File: src/rtl/ata_sec_pkg.sv
// Constants and types for the security and set-features command engine
package ata_sec_pkg;
	// Command codes
	localparam logic [7:0] CMD_SET_PWD = 8'hf1;
	localparam logic [7:0] CMD_UNLOCK = 8'hf2;
	localparam logic [7:0] CMD_SET_FEAT = 8'hef;
	// Set-features subcommands
	localparam logic [7:0] FT_8BIT_ON = 8'h01;
	localparam logic [7:0] FT_8BIT_OFF = 8'h81;
	localparam logic [7:0] FT_WC_ON = 8'h02;
	localparam logic [7:0] FT_WC_OFF = 8'h82;
	localparam logic [7:0] FT_XFER_MODE = 8'h03;
	localparam logic [7:0] FT_APM_ON = 8'h05;
	localparam logic [7:0] FT_APM_OFF = 8'h85;
	localparam logic [7:0] FT_EXTPWR_ON = 8'h09;
	localparam logic [7:0] FT_EXTPWR_OFF = 8'h89;
	localparam logic [7:0] FT_PL1_ON = 8'h0a;
	localparam logic [7:0] FT_PL1_OFF = 8'h8a;
	localparam logic [7:0] FT_RLA_OFF = 8'h55;
	localparam logic [7:0] FT_RLA_ON = 8'haa;
	localparam logic [7:0] FT_POR_OFF = 8'h66;
	localparam logic [7:0] FT_POR_ON = 8'hcc;
	localparam logic [7:0] FT_NOP_A = 8'h69;
	localparam logic [7:0] FT_NOP_B = 8'h96;
	localparam logic [7:0] FT_NOP_C = 8'h97;
	localparam logic [7:0] FT_CURRENT = 8'h9a;
	localparam logic [7:0] FT_LONG4 = 8'hbb;
	// Transfer types in sector count bits 7:3
	localparam logic [4:0] XT_PIO_DEF = 5'h00;
	localparam logic [4:0] XT_PIO_FC = 5'h01;
	localparam logic [4:0] XT_MDMA = 5'h04;
	localparam logic [4:0] XT_UDMA = 5'h08;
	localparam logic [2:0] MODE_NO_IORDY = 3'h1;
	// Register byte offsets
	localparam logic [7:0] ADDR_TASK = 8'h00;
	localparam logic [7:0] ADDR_CMD = 8'h04;
	localparam logic [7:0] ADDR_DATA = 8'h08;
	localparam logic [7:0] ADDR_STATUS = 8'h0c;
	localparam logic [7:0] ADDR_CFG = 8'h10;
	localparam logic [7:0] ADDR_CURRENT = 8'h14;
	// Data sector layout
	localparam logic [7:0] WORD_LAST = 8'hff;
	localparam logic [7:0] PWD_FIRST = 8'h01;
	localparam logic [7:0] PWD_LAST = 8'h10;
	localparam int ID_BIT = 0;
	localparam int LEVEL_BIT = 8;
	localparam logic [2:0] ATTEMPTS_INIT = 3'h5;
	// Supported current range, in units of 4 mA (arbitrary capability)
	localparam logic [7:0] CUR_MIN = 8'h01;
	localparam logic [7:0] CUR_MAX = 8'h3f;
	// Bus answers
	localparam logic [1:0] RESP_OKAY = 2'h0;
	localparam logic [1:0] RESP_SLVERR = 2'h2;
	// Card configuration, exactly one data word wide
	typedef struct packed {
		logic eightBit;
		logic writeCache;
		logic lookAhead;
		logic porDefaults;
		logic apmEn;
		logic [7:0] apmLevel;
		logic extPower;
		logic powerLevel1;
		logic longExtra;
		logic [7:0] currentCap;
		logic iordyOff;
		logic [2:0] pioMode;
		logic dmaUltra;
		logic [2:0] dmaMode;
	} cfg_t;
	localparam cfg_t CFG_DEFAULT = '{eightBit: 1'b0, writeCache: 1'b1, lookAhead: 1'b0,
		porDefaults: 1'b1, apmEn: 1'b0, apmLevel: 8'h00, extPower: 1'b0,
		powerLevel1: 1'b0, longExtra: 1'b1, currentCap: CUR_MAX, iordyOff: 1'b0,
		pioMode: 3'h0, dmaUltra: 1'b0, dmaMode: 3'h0};
	typedef enum logic [1:0] {ST_IDLE, ST_XFER, ST_FLUSH} state_t;
endpackage : ata_sec_pkg
File: src/rtl/ata_sec_engine.sv
// Security password and set-features command engine behind an AXI4-Lite slave
// Operation
// - Password commands take exactly one 256-word sector
// - Word0 bit0 identifier, bit8 level, words1-16 password
// - User at high level: master also unlocks
// - User at maximum level: only user unlocks
// - Master identifier stores master password only
// - Unlock with master at high compares master
// - Maximum level rejects master unlock attempts
// - Failed user unlock aborts and decrements counter
// - Counter starts at five, counts locked mismatches
// - Counter zero aborts unlock and erase unit
// - Unlock while unlocked leaves counter alone
// - Features register picks subcommand; 03h sets mode
// - 8-bit mode uses low byte, no 16-bit indicator (data port still needs both byte lanes)
// - Cache disable flushes before completion
// - 55h disables, AAh enables read look-ahead
// - 66h/CCh control defaults restore at soft reset
// - 69h, 96h, 97h complete with no effect
// - BBh adds four bytes to long commands
// - Power management, extended power, current capability
// - Sector count splits into type and mode
// - Exactly one PIO and one DMA mode held
// - Type codes PIO, flow PIO, multiword, ultra
// - Ultra and multiword DMA exclude each other
`timescale 1ns/10ps
module ata_sec_engine
	import ata_sec_pkg::*;
(
	// Clock and reset
	input wire logic clk,
	input wire logic rst,
	// Card events
	input wire logic softReset,
	input wire logic nvInit,
	input wire logic cacheFlushDone,
	// Card state
	output logic cacheFlushReq,
	output logic sixteenBitIoIndicator,
	output logic eraseUnitAllowed,
	output logic deviceLocked,
	output cfg_t cfgOut,
	// AXI4-Lite write
	input wire logic [7:0] awaddr,
	input wire logic awvalid,
	output logic awready,
	input wire logic [31:0] wdata,
	input wire logic [3:0] wstrb,
	input wire logic wvalid,
	output logic wready,
	output logic [1:0] bresp,
	output logic bvalid,
	input wire logic bready,
	// AXI4-Lite read
	input wire logic [7:0] araddr,
	input wire logic arvalid,
	output logic arready,
	output logic [31:0] rdata,
	output logic [1:0] rresp,
	output logic rvalid,
	input wire logic rready
);
	logic awHave_reg, wHave_reg;
	logic [7:0] awAddr_reg;
	logic [31:0] wData_reg;
	logic [3:0] wStrb_reg;
	logic [7:0] taskFeat_reg, taskCount_reg;
	state_t state_reg;
	logic [7:0] cmd_reg, wordCnt_reg;
	logic idMaster_reg, levelMax_reg, match_reg;
	logic secEnabled_reg, secMax_reg, locked_reg, err_reg;
	logic [2:0] attempts_reg;
	cfg_t cfg_reg, featCfg;
	logic featAbort, featFlush;
	logic [15:0] pwdUser [16];
	logic [15:0] pwdMaster [16];

	// Write address decode, done once both halves are held
	wire doWrite = awHave_reg && wHave_reg && !bvalid;
	wire hitTask = awAddr_reg == ADDR_TASK;
	wire hitCmd = awAddr_reg == ADDR_CMD;
	wire hitData = awAddr_reg == ADDR_DATA;
	wire writeOk = hitTask || hitCmd || hitData;
	wire [7:0] cmdCode = wData_reg[7:0];
	wire startCmd = doWrite && hitCmd && wStrb_reg[0] && state_reg == ST_IDLE;
	wire featCmd = startCmd && cmdCode == CMD_SET_FEAT;
	wire pwdCmd = startCmd && (cmdCode == CMD_SET_PWD || cmdCode == CMD_UNLOCK);
	wire otherCmd = startCmd && !featCmd && !pwdCmd;
	// Data words are only taken while a sector is expected, as whole halfwords
	wire dataWord = doWrite && hitData && &wStrb_reg[1:0] && state_reg == ST_XFER;
	wire [15:0] word = wData_reg[15:0];
	wire inPwd = wordCnt_reg >= PWD_FIRST && wordCnt_reg <= PWD_LAST;
	wire [3:0] pwdIdx = 4'(wordCnt_reg - PWD_FIRST);
	wire lastWord = dataWord && wordCnt_reg == WORD_LAST;
	wire finSet = lastWord && cmd_reg == CMD_SET_PWD;
	wire finUnlock = lastWord && cmd_reg == CMD_UNLOCK;
	wire exhausted = attempts_reg == 3'h0;
	wire [15:0] pwdRef = idMaster_reg ? pwdMaster[pwdIdx] : pwdUser[pwdIdx];
	// Master only counts at high level; maximum level keeps it out entirely
	wire unlockOk = !exhausted && match_reg && !(idMaster_reg && secMax_reg);
	wire countMiss = finUnlock && !match_reg && locked_reg && !exhausted;
	wire [4:0] xferType = taskCount_reg[7:3];
	wire [2:0] xferMode = taskCount_reg[2:0];

	// Read address decode
	wire [31:0] statusWord = {21'h0, attempts_reg, 1'b0, exhausted, secMax_reg,
		secEnabled_reg, locked_reg, err_reg, state_reg == ST_XFER, state_reg != ST_IDLE};
	wire readHit = araddr == ADDR_TASK || araddr == ADDR_STATUS || araddr == ADDR_CFG
		|| araddr == ADDR_CURRENT;
	wire [31:0] readWord = araddr == ADDR_TASK ? {16'h0, taskCount_reg, taskFeat_reg} :
		araddr == ADDR_STATUS ? statusWord :
		araddr == ADDR_CFG ? cfg_reg :
		araddr == ADDR_CURRENT ? {16'h0, CUR_MAX, CUR_MIN} : 32'h0;

	// Write channels: address and data taken in either order
	always_ff @(posedge clk) begin
		if (rst) begin
			awready <= 1'b1;
			wready <= 1'b1;
			awHave_reg <= 1'b0;
			wHave_reg <= 1'b0;
			bvalid <= 1'b0;
			bresp <= RESP_OKAY;
		end else begin
			if (awvalid && awready) begin
				awready <= 1'b0;
				awHave_reg <= 1'b1;
			end else if (doWrite) begin
				awready <= 1'b1;
				awHave_reg <= 1'b0;
			end
			if (wvalid && wready) begin
				wready <= 1'b0;
				wHave_reg <= 1'b1;
			end else if (doWrite) begin
				wready <= 1'b1;
				wHave_reg <= 1'b0;
			end
			if (doWrite) begin
				bvalid <= 1'b1;
				bresp <= writeOk ? RESP_OKAY : RESP_SLVERR;
			end else if (bready) begin
				bvalid <= 1'b0;
			end
		end
	end

	// Write payload capture
	always_ff @(posedge clk) begin
		if (awvalid && awready) begin
			awAddr_reg <= awaddr;
		end
		if (wvalid && wready) begin
			wData_reg <= wdata;
			wStrb_reg <= wstrb;
		end
	end

	// Read channel: one cycle from address to data
	always_ff @(posedge clk) begin
		if (rst) begin
			arready <= 1'b1;
			rvalid <= 1'b0;
			rdata <= 32'h0;
			rresp <= RESP_OKAY;
		end else if (arvalid && arready) begin
			arready <= 1'b0;
			rvalid <= 1'b1;
			rdata <= readWord;
			rresp <= readHit ? RESP_OKAY : RESP_SLVERR;
		end else if (rvalid && rready) begin
			rvalid <= 1'b0;
			arready <= 1'b1;
		end
	end

	// Task file registers, byte lanes honoured
	always_ff @(posedge clk) begin
		if (rst) begin
			taskFeat_reg <= 8'h00;
			taskCount_reg <= 8'h00;
		end else if (doWrite && hitTask) begin
			if (wStrb_reg[0]) taskFeat_reg <= wData_reg[7:0];
			if (wStrb_reg[1]) taskCount_reg <= wData_reg[15:8];
		end
	end

	// Subcommand decode; configuration is only committed when not aborted
	always_comb begin
		featCfg = cfg_reg;
		featAbort = 1'b0;
		featFlush = 1'b0;
		case (taskFeat_reg)
			FT_8BIT_ON: featCfg.eightBit = 1'b1;
			FT_8BIT_OFF: featCfg.eightBit = 1'b0;
			FT_WC_ON: featCfg.writeCache = 1'b1;
			FT_WC_OFF: begin
				featCfg.writeCache = 1'b0;
				featFlush = 1'b1;
			end
			FT_XFER_MODE: begin
				case (xferType)
					XT_PIO_DEF: begin
						featCfg.pioMode = 3'h0;
						featCfg.iordyOff = xferMode == MODE_NO_IORDY;
					end
					XT_PIO_FC: begin
						featCfg.pioMode = xferMode;
						featCfg.iordyOff = 1'b0;
					end
					XT_MDMA: begin
						featCfg.dmaUltra = 1'b0;
						featCfg.dmaMode = xferMode;
					end
					XT_UDMA: begin
						featCfg.dmaUltra = 1'b1;
						featCfg.dmaMode = xferMode;
					end
					default: featAbort = 1'b1;
				endcase
			end
			FT_APM_ON: begin
				featCfg.apmEn = 1'b1;
				featCfg.apmLevel = taskCount_reg;
			end
			FT_APM_OFF: featCfg.apmEn = 1'b0;
			FT_EXTPWR_ON: featCfg.extPower = 1'b1;
			FT_EXTPWR_OFF: featCfg.extPower = 1'b0;
			FT_PL1_ON: featCfg.powerLevel1 = 1'b1;
			FT_PL1_OFF: featCfg.powerLevel1 = 1'b0;
			FT_CURRENT: begin
				featCfg.currentCap = taskCount_reg < CUR_MIN ? CUR_MIN :
					taskCount_reg > CUR_MAX ? CUR_MAX : taskCount_reg;
			end
			FT_RLA_OFF: featCfg.lookAhead = 1'b0;
			FT_RLA_ON: featCfg.lookAhead = 1'b1;
			FT_POR_OFF: featCfg.porDefaults = 1'b0;
			FT_POR_ON: featCfg.porDefaults = 1'b1;
			FT_NOP_A, FT_NOP_B, FT_NOP_C: featAbort = 1'b0;
			FT_LONG4: featCfg.longExtra = 1'b1;
			default: featAbort = 1'b1;
		endcase
	end

	// Configuration; a soft reset restores defaults only while that is enabled
	always_ff @(posedge clk) begin
		if (rst) begin
			cfg_reg <= CFG_DEFAULT;
		end else if (softReset && cfg_reg.porDefaults) begin
			cfg_reg <= CFG_DEFAULT;
		end else if (featCmd && !featAbort) begin
			cfg_reg <= featCfg;
		end
	end

	// Command sequencer
	always_ff @(posedge clk) begin
		if (rst) begin
			state_reg <= ST_IDLE;
			cmd_reg <= 8'h00;
			wordCnt_reg <= 8'h00;
			err_reg <= 1'b0;
			cacheFlushReq <= 1'b0;
		end else begin
			case (state_reg)
				ST_IDLE: begin
					if (startCmd) begin
						cmd_reg <= cmdCode;
						wordCnt_reg <= 8'h00;
						err_reg <= otherCmd || (featCmd && featAbort);
					end
					if (pwdCmd) begin
						state_reg <= ST_XFER;
					end else if (featCmd && !featAbort && featFlush) begin
						state_reg <= ST_FLUSH;
						cacheFlushReq <= 1'b1;
					end
				end
				ST_XFER: begin
					if (dataWord) begin
						wordCnt_reg <= wordCnt_reg + 8'h01;
					end
					if (lastWord) begin
						state_reg <= ST_IDLE;
					end
					if (finUnlock && !unlockOk) begin
						err_reg <= 1'b1;
					end
				end
				ST_FLUSH: begin
					if (cacheFlushDone) begin
						cacheFlushReq <= 1'b0;
						state_reg <= ST_IDLE;
					end
				end
				default: state_reg <= ST_IDLE;
			endcase
		end
	end

	// Sector control word and running password compare
	always_ff @(posedge clk) begin
		if (rst) begin
			idMaster_reg <= 1'b0;
			levelMax_reg <= 1'b0;
			match_reg <= 1'b0;
		end else if (dataWord && wordCnt_reg == 8'h00) begin
			idMaster_reg <= word[ID_BIT];
			levelMax_reg <= word[LEVEL_BIT];
			match_reg <= 1'b1;
		end else if (dataWord && inPwd && cmd_reg == CMD_UNLOCK) begin
			match_reg <= match_reg && word == pwdRef;
		end
	end

	// Password store; written word by word, it has no reset like a flash array
	always_ff @(posedge clk) begin
		if (dataWord && inPwd && cmd_reg == CMD_SET_PWD) begin
			if (idMaster_reg) pwdMaster[pwdIdx] <= word;
			else pwdUser[pwdIdx] <= word;
		end
	end

	// Non-volatile security state, cleared only by initialisation
	always_ff @(posedge clk) begin
		if (nvInit) begin
			secEnabled_reg <= 1'b0;
			secMax_reg <= 1'b0;
		end else if (finSet && !idMaster_reg) begin
			secEnabled_reg <= 1'b1;
			secMax_reg <= levelMax_reg;
		end
	end

	// Lock and attempt counter; the lock only takes effect at the next reset
	always_ff @(posedge clk) begin
		if (rst) begin
			locked_reg <= secEnabled_reg;
			attempts_reg <= ATTEMPTS_INIT;
		end else begin
			if (finUnlock && unlockOk) begin
				locked_reg <= 1'b0;
			end
			if (countMiss) begin
				attempts_reg <= attempts_reg - 3'h1;
			end
		end
	end

	// Card-side outputs from flip-flops
	always_ff @(posedge clk) begin
		if (rst) begin
			sixteenBitIoIndicator <= 1'b1;
			eraseUnitAllowed <= 1'b1;
			deviceLocked <= 1'b0;
			cfgOut <= CFG_DEFAULT;
		end else begin
			sixteenBitIoIndicator <= !cfg_reg.eightBit;
			eraseUnitAllowed <= !exhausted;
			deviceLocked <= locked_reg;
			cfgOut <= cfg_reg;
		end
	end
endmodule : ata_sec_engine

File: config.mk
export PLATFORM = sky130hd
export DESIGN_NAME = ata_sec_engine
export DESIGN_NICKNAME = d
export VERILOG_FILES = /design/src/rtl/ata_sec_pkg.sv /design/src/rtl/ata_sec_engine.sv
export SDC_FILE = /design/constraint.sdc
export NUM_CORES = 1
export LEC_CHECK = 0
export BUFFER_PORTS_ARGS = -buffer_cell sky130_fd_sc_hd__buf_4
export CORE_ASPECT_RATIO = 0.5
export CORE_MARGIN = 2
export CORE_UTILIZATION = 50
export CTS_CLUSTER_SIZE = 30
export DETAILED_ROUTE_END_ITERATION = 8
export HOLD_SLACK_MARGIN = 0.08
export PLACE_DENSITY = 0.67
export SLEW_MARGIN = 25
export SYNTH_ARGS = -nofsm -noshare
export SYNTH_HDL_FRONTEND = slang
export SYNTH_SLANG_ARGS = --single-unit
export TNS_END_PERCENT = 1
File: constraint.sdc
create_clock -name clk -period 7.5 [get_ports clk]
set_input_delay 1.125 -clock clk [delete_from_list [all_inputs] [get_ports clk]]
set_output_delay 1.125 -clock clk [all_outputs]
set_load 0.01 [all_outputs]
==> flow_metrics.tcl, run 1 <==
set metrics [dict create \
    finalClockSkew_ns 0.0176 \
    hold_class "reg -> reg" \
    seq_area_frac_synth_pct 70.7 \
    synth-compound-area-share_pct 4.83 \
    track_usage_pct 22.1 \
    vias 15300 \
    pre_cts_slack_ns 2.48 \
    multi_input_comb_area_um2 7390 \
    clkSlewWorstSetupHoldPaths_ns 0.07 \
    synth_top_family_by_area "multiplexers" \
    final_cell_mix "edfxtp_1, buf_4, dfxtp_1, mux4_2, nor2_1" \
    initial_core_util_pct 50.5 \
    synth.distinct_cells 66 \
    worstPathArrival_ns 5.58 \
    crit_type "reg -> reg" \
    yosysWarningCount 0 \
    final_common_cell "edfxtp_1" \
    dr.pass1.iters 7 \
    slew_headroom_pct 32.5 \
    reg.largest.list "pwdMaster x256, pwdUser x256, rdata x32" \
    synth-main-ff-cell "edfxtp_1" \
    fmax_ghz 0.197 \
    syn-cell-area_um2 27100 \
    cts.repair.resized 0 \
    cp-end-kind "flop" \
    synth_edf_count 539 \
    synth_fa_ha_area_share_pct 0.360 \
    post_cts_buffers 0 \
    synth_mux_area_share_pct 11.6 \
    layout.area.seq_um2 19200 \
    hold_buffers 0 \
    die-area_um2 56300 \
    rsz0062_at_grt "no" \
    dp_hpwl_um 37100 \
    ir_worst_vdd_mv 0.173 \
    h-tree-depth 2 \
    synth.top_cell.area_share_pct 59.7 \
    coreArea_um2 53700 \
    fillers 4059 \
    fin_crit_ns 5.07 \
    power-per-cell-area_nw_per_um2 242 \
    holdPathStages 2 \
    die_w_um 333 \
    timing.final.hold_violations 0 \
    syn-instance-count 1663 \
    gp_congestion 0.862 \
    synth_seq_cells 689 \
    fin_crit_sh_pct 67.5 \
    async_reset_ff_share_pct 0 \
    syn_to_final_growth_pct 13.5 \
    yosys.area_share.simple_pct 9.22 \
    synth_area_leader_cell "edfxtp_1" \
    crit_required_ns 8.01 \
    cts_num_sinks 689 \
    overflow 0 \
    die_h_um 169 \
    synth_area_leaders "edfxtp_1, dfxtp_1, mux4_2" \
    fin_ws_ns 2.43 \
    post_drt_wl_per_cell_um 24.7 \
    grt_pass1_wl_um 93700 \
    maxCapViolCount 0 \
    final_antenna_net_count 0 \
    status "finished clean" \
    grt_start_max_net_pins 67 \
    p_leak_nw 10.1 \
    setup_viol 0 \
    r2r_slack_ns 2.43 \
    drc_errors 0 \
    drv_slew 0 \
    final_nets 1854 \
    start_kind "flop" \
    row_count 60 \
    synth_xor_area_share_pct 0.936 \
    worst_pin_slew_ns 1.01 \
    dr.first_iter.drc_count 1689 \
    clk_latency_ns 0.60 \
    synth.avg_cell_area_um2 16.3 \
    cts_made_buffers 59 \
    root_buffer "clkbuf_16" \
    antenna_found_initial 1 \
    io_pins 139 \
    diodes 0 \
    tns_ns 0 \
    port_buffers 117 \
    r2r_cells 11 \
    avgViaCountPerCell 5.99 \
    final_layout_size_suffix_gt1_share_pct 21.4 \
    grt_pass1_vias 14700 \
    worstPathMaxFanout 48 \
    clk_path_buf_depth 3 \
    cts_tree "yes" \
    drt-total-wl_um 62900 \
]
## synth_stat cells, drive strengths merged, types with 4 or more instances
cell type  instances
a211oi            76
a222oi             4
dfxtp            150
inv               13
ha                 7
or3                8
a22o              12
nor4              25
nor2             106
nand2             97
mux2i             18
and3              75
a21oi             57
or4                6
o21ai             23
nand3             17
edfxtp           539
nor3              30
nand4             11
xor2              22
and2               4
nor3b              6
or2               11
nor2b             35
nand4b             5
buf               43
nor4bb             4
a221oi             4
nand3b             5
xnor2              7
mux4             128
nand2b            21
clkbuf            65
## kinds of logic after synthesis
| kind of cell | after synthesis |
|---|---|
| DFF | 689 |
| and+or+nand+nor | 473 |
| AOI/OAI and AO/OA | 195 |
| muxes | 146 |
| buffers and inverters | 121 |
| xor gates and xnor gates | 29 |
| adders and majority gates | 8 |
| other | 2 |
## per-stage QoR
stage / util, % / area [um2] / power, mW / std cells / hold WS [ns]
after floorplan: - / 27100 / 4.30 / 1664 / 0.427
after global placement: 53.6 / 28800 / 4.39 / 2437 / 0.436
after detailed placement: 53.6 / 28800 / 4.39 / 2437 / 0.441
after CTS: 57.3 / 30800 / 7.49 / 2548 / 0.450
after global routing: 57.4 / 30800 / 7.65 / 2548 / 0.470
final: 57.4 / 30800 / 7.46 / 2548 / 0.452
## where the power goes
part	leakage [nW]	internal [mW]	switching (mW)	total (mW)
registers	6.07	4.13	0.0137	4.15
logic	3.06	0.0455	0.117	0.163
clock network	0.990	1.81	1.34	3.15
total	10.1	5.99	1.47	7.46
## final cells by class
| cell class | count | share of cell area (%) |
|---|---|---|
| tap | 713 | 2.90 |
| clock inverter | 36 | 1.18 |
| multi-input combinational | 854 | 24.0 |
| timing repair buffer | 168 | 4.14 |
| clock buffer | 75 | 5.30 |
| sequential | 689 | 62.3 |
| inverter | 13 | 0.158 |
## per-layer routing
layer | vias to the layer above | wire length, um | GRT usage (%)
met2 | 580 | 29500 | 35.2
met3 | 87 | 4840 | 4.15
li1 | 6754 | - | -
met5 | - | 0 | 0
met4 | 0 | 1440 | 5.78
met1 | 7841 | 27100 | 31.8
## worst max-delay path, cell delays in order, from the launching register on
cell	delay, ns
dfxtp_4	0.94
inv_1	0.34
ha_4	0.57
buf_4	0.62
mux4_2	0.40
and3_1	0.19
a211oi_1	0.50
nor4_1	0.16
xor2_1	0.18
nor4_1	0.38
nand4_1	0.37
a211oi_2	0.26
## final timing paths
check / endpoint / start
setup reg to reg: match_reg$_SDFFE_PP0P_ / wordCnt_reg[0]$_SDFFE_PP0P_
setup / recovery: match_reg$_SDFFE_PP0P_ / wordCnt_reg[0]$_SDFFE_PP0P_
hold / removal: cmd_reg[7]$_SDFFE_PP0P_ / cmd_reg[7]$_SDFFE_PP0P_
hold reg to reg: cmd_reg[7]$_SDFFE_PP0P_ / cmd_reg[7]$_SDFFE_PP0P_
Power figures use the tool's default switching activity.
==> run 2: changes to the inputs <==
==> constraint.sdc (replaced) <==
create_clock -name clk -period 5.12 [get_ports clk]
set_input_delay 0.768 -clock clk [delete_from_list [all_inputs] [get_ports clk]]
set_output_delay 0.768 -clock clk [all_outputs]
set_load 0.01 [all_outputs]
==> flow_metrics.tcl, run 2 (synthesis results as in run 1) <==
set metrics [dict create \
    avgViaCountPerCell 6.01 \
    worst_pin_slew_ns 0.957 \
    final_antenna_net_count 0 \
    dr.pass1.iters 7 \
    crit_required_ns 5.64 \
    start_kind "flop" \
    cts_tree "yes" \
    p_comb_share_pct 2.3 \
    track_usage_pct 22.7 \
    switching_share_pct 20.2 \
    crit_type "reg -> reg" \
    die_w_um 333 \
    fin_crit_sh_pct 84.3 \
    ir_worst_vdd_mv 0.269 \
    final_nets 1869 \
    fmax_ghz 0.232 \
    grt_start_max_net_pins 78 \
    drt-total-wl_um 63900 \
    cp-end-kind "flop" \
    worstPathArrival_ns 4.83 \
    cp_slowest_stage_delay_ns 0.67 \
    dp_hpwl_um 38500 \
    final_layout_size_suffix_gt1_share_pct 21.5 \
    clk_latency_ns 0.61 \
    grt_pass1_vias 15200 \
    root_buffer "clkbuf_16" \
    rsz0062_at_grt "no" \
    p_leak_nw 10.1 \
    cts_num_sinks 689 \
    timing.final.hold_violations 0 \
    gp_congestion 0.864 \
    power_frac_clock_pct 40.6 \
    clkSlewWorstSetupHoldPaths_ns 0.07 \
    h-tree-depth 2 \
    whs_ns 0.338 \
    crit_slowest_cell "a211oi_1" \
    sequentialPowerShare_pct 57.1 \
    hp-start "wdata[11]" \
    antenna_found_initial 0 \
    post_cts_buffers 0 \
    tns_ns 0 \
    grt_pass1_wl_um 95700 \
    fin_ws_ns 0.803 \
    crit_chain "inv_1 > ha_4 > buf_12 > mux4_2 > and3_1 > a211oi_1 > nor4_1 > xor2_1 > nor4_1 > nand4_1 > a211oi_2" \
    worstPathMaxFanout 52 \
    r2r_slack_ns 0.80 \
    maxCapViolCount 0 \
    holdPathStages 1 \
    hold_class "in -> reg" \
    initial_core_util_pct 50.5 \
    hold_buffers 0 \
    vias 15400 \
    cts.repair.resized 0 \
    dr.first_iter.drc_count 1808 \
    final_common_cell "edfxtp_1" \
    status "finished clean" \
    die-area_um2 56300 \
    p_int_mw 8.50 \
    finalClockSkew_ns 0.0195 \
    post_drt_wl_per_cell_um 24.9 \
    reg.largest.list "pwdMaster x256, pwdUser x256, rdata x32" \
    hold_path_end "wData_reg[11]$_DFFE_PP_" \
    io_pins 139 \
    timing.rr.end "match_reg$_SDFFE_PP0P_" \
    slew_headroom_pct 35.9 \
    fin_crit_ns 4.32 \
    pre_cts_slack_ns 0.883 \
    diodes 0 \
    p_switching_mw 2.15 \
    final_cell_mix "edfxtp_1, buf_4, dfxtp_1, mux4_2, nor2_1" \
    cts_made_buffers 59 \
    syn_to_final_growth_pct 13.3 \
    reg2reg_from "wordCnt_reg[0]$_SDFFE_PP0P_" \
    drc_errors 0 \
    die_h_um 169 \
    port_buffers 117 \
    overflow 0 \
    coreArea_um2 53700 \
    row_count 60 \
    power-per-cell-area_nw_per_um2 346 \
    clk_path_buf_depth 3 \
    r2r_cells 11 \
    drv_slew 0 \
    setup_viol 0 \
    cp_common_cell "nor4_1" \
]
[run 2: changes by cell type in the layout (fill, tap and decap cells not counted), sizes merged]
cell	change
clkinv	-4
bufinv	-5
clkbuf	+5
clkinvlp	+3
buf	+15
[run 2: worst max-delay path: cells and delay by family (launching register included)]
family / cells / cell delay [ns]
adders and majority gates: 1 / 0.58
DFF: 1 / 0.59
and+or+nand+nor: 4 / 0.96
muxes: 1 / 0.35
xor gates and xnor gates: 1 / 0.18
AOI/OAI and AO/OA: 2 / 0.93
buffers and inverters: 2 / 0.59
[run 2: power groups by stage]
stage | clock (mW) | sequential [mW] | combinational (mW)
floorplan | 0 | 6.24 | 0.0684
global placement | 0 | 6.20 | 0.233
detailed placement | 0 | 6.20 | 0.239
CTS | 4.38 | 6.08 | 0.239
global route | 4.59 | 6.08 | 0.259
finish | 4.32 | 6.08 | 0.241
[run 2: layout make-up]
cell class	instances	area (um2)
Clock buffer	80	1630
Clock inverter	30	221
Fill cell	4094	22900
Inverter	13	48.8
Multi-Input combinational cell	854	7360
Sequential cell	689	19200
Tap cell	713	892
Timing Repair Buffer	183	1400
[run 2: per-stage QoR]
| step | util (%) | std cells | total power, mW | area, um2 |
|---|---|---|---|---|
| detailed placement | 53.8 | 2452 | 6.44 | 28900 |
| global placement | 53.8 | 2452 | 6.43 | 28900 |
| CTS | 57.3 | 2562 | 10.7 | 30700 |
| floorplan | - | 1664 | 6.31 | 27100 |
| global route | 57.3 | 2562 | 10.9 | 30700 |
| finish | 57.3 | 2562 | 10.6 | 30700 |
[run 2: routing by layer]
metal  GRT usage (%)  vias up  part of all wire, %
met4            6.87        0                  2.8
li1                -     6798                    -
met2            35.9      623                   47
met3            4.61      128                  7.9
met5               0        -                    0
met1            32.0     7838                   43
[run 2: worst max-delay path by stage]
stage	slack (ns)	end	startpoint
final	0.80	match_reg$_SDFFE_PP0P_	wordCnt_reg[0]$_SDFFE_PP0P_
after global placement	0.97	match_reg$_SDFFE_PP0P_	wordCnt_reg[0]$_SDFFE_PP0P_
after floorplan	1.41	match_reg$_SDFFE_PP0P_	wordCnt_reg[0]$_SDFFE_PP0P_
after CTS	0.89	match_reg$_SDFFE_PP0P_	wordCnt_reg[0]$_SDFFE_PP0P_
after detailed placement	0.88	match_reg$_SDFFE_PP0P_	wordCnt_reg[0]$_SDFFE_PP0P_
after global routing	0.56	match_reg$_SDFFE_PP0P_	wordCnt_reg[0]$_SDFFE_PP0P_
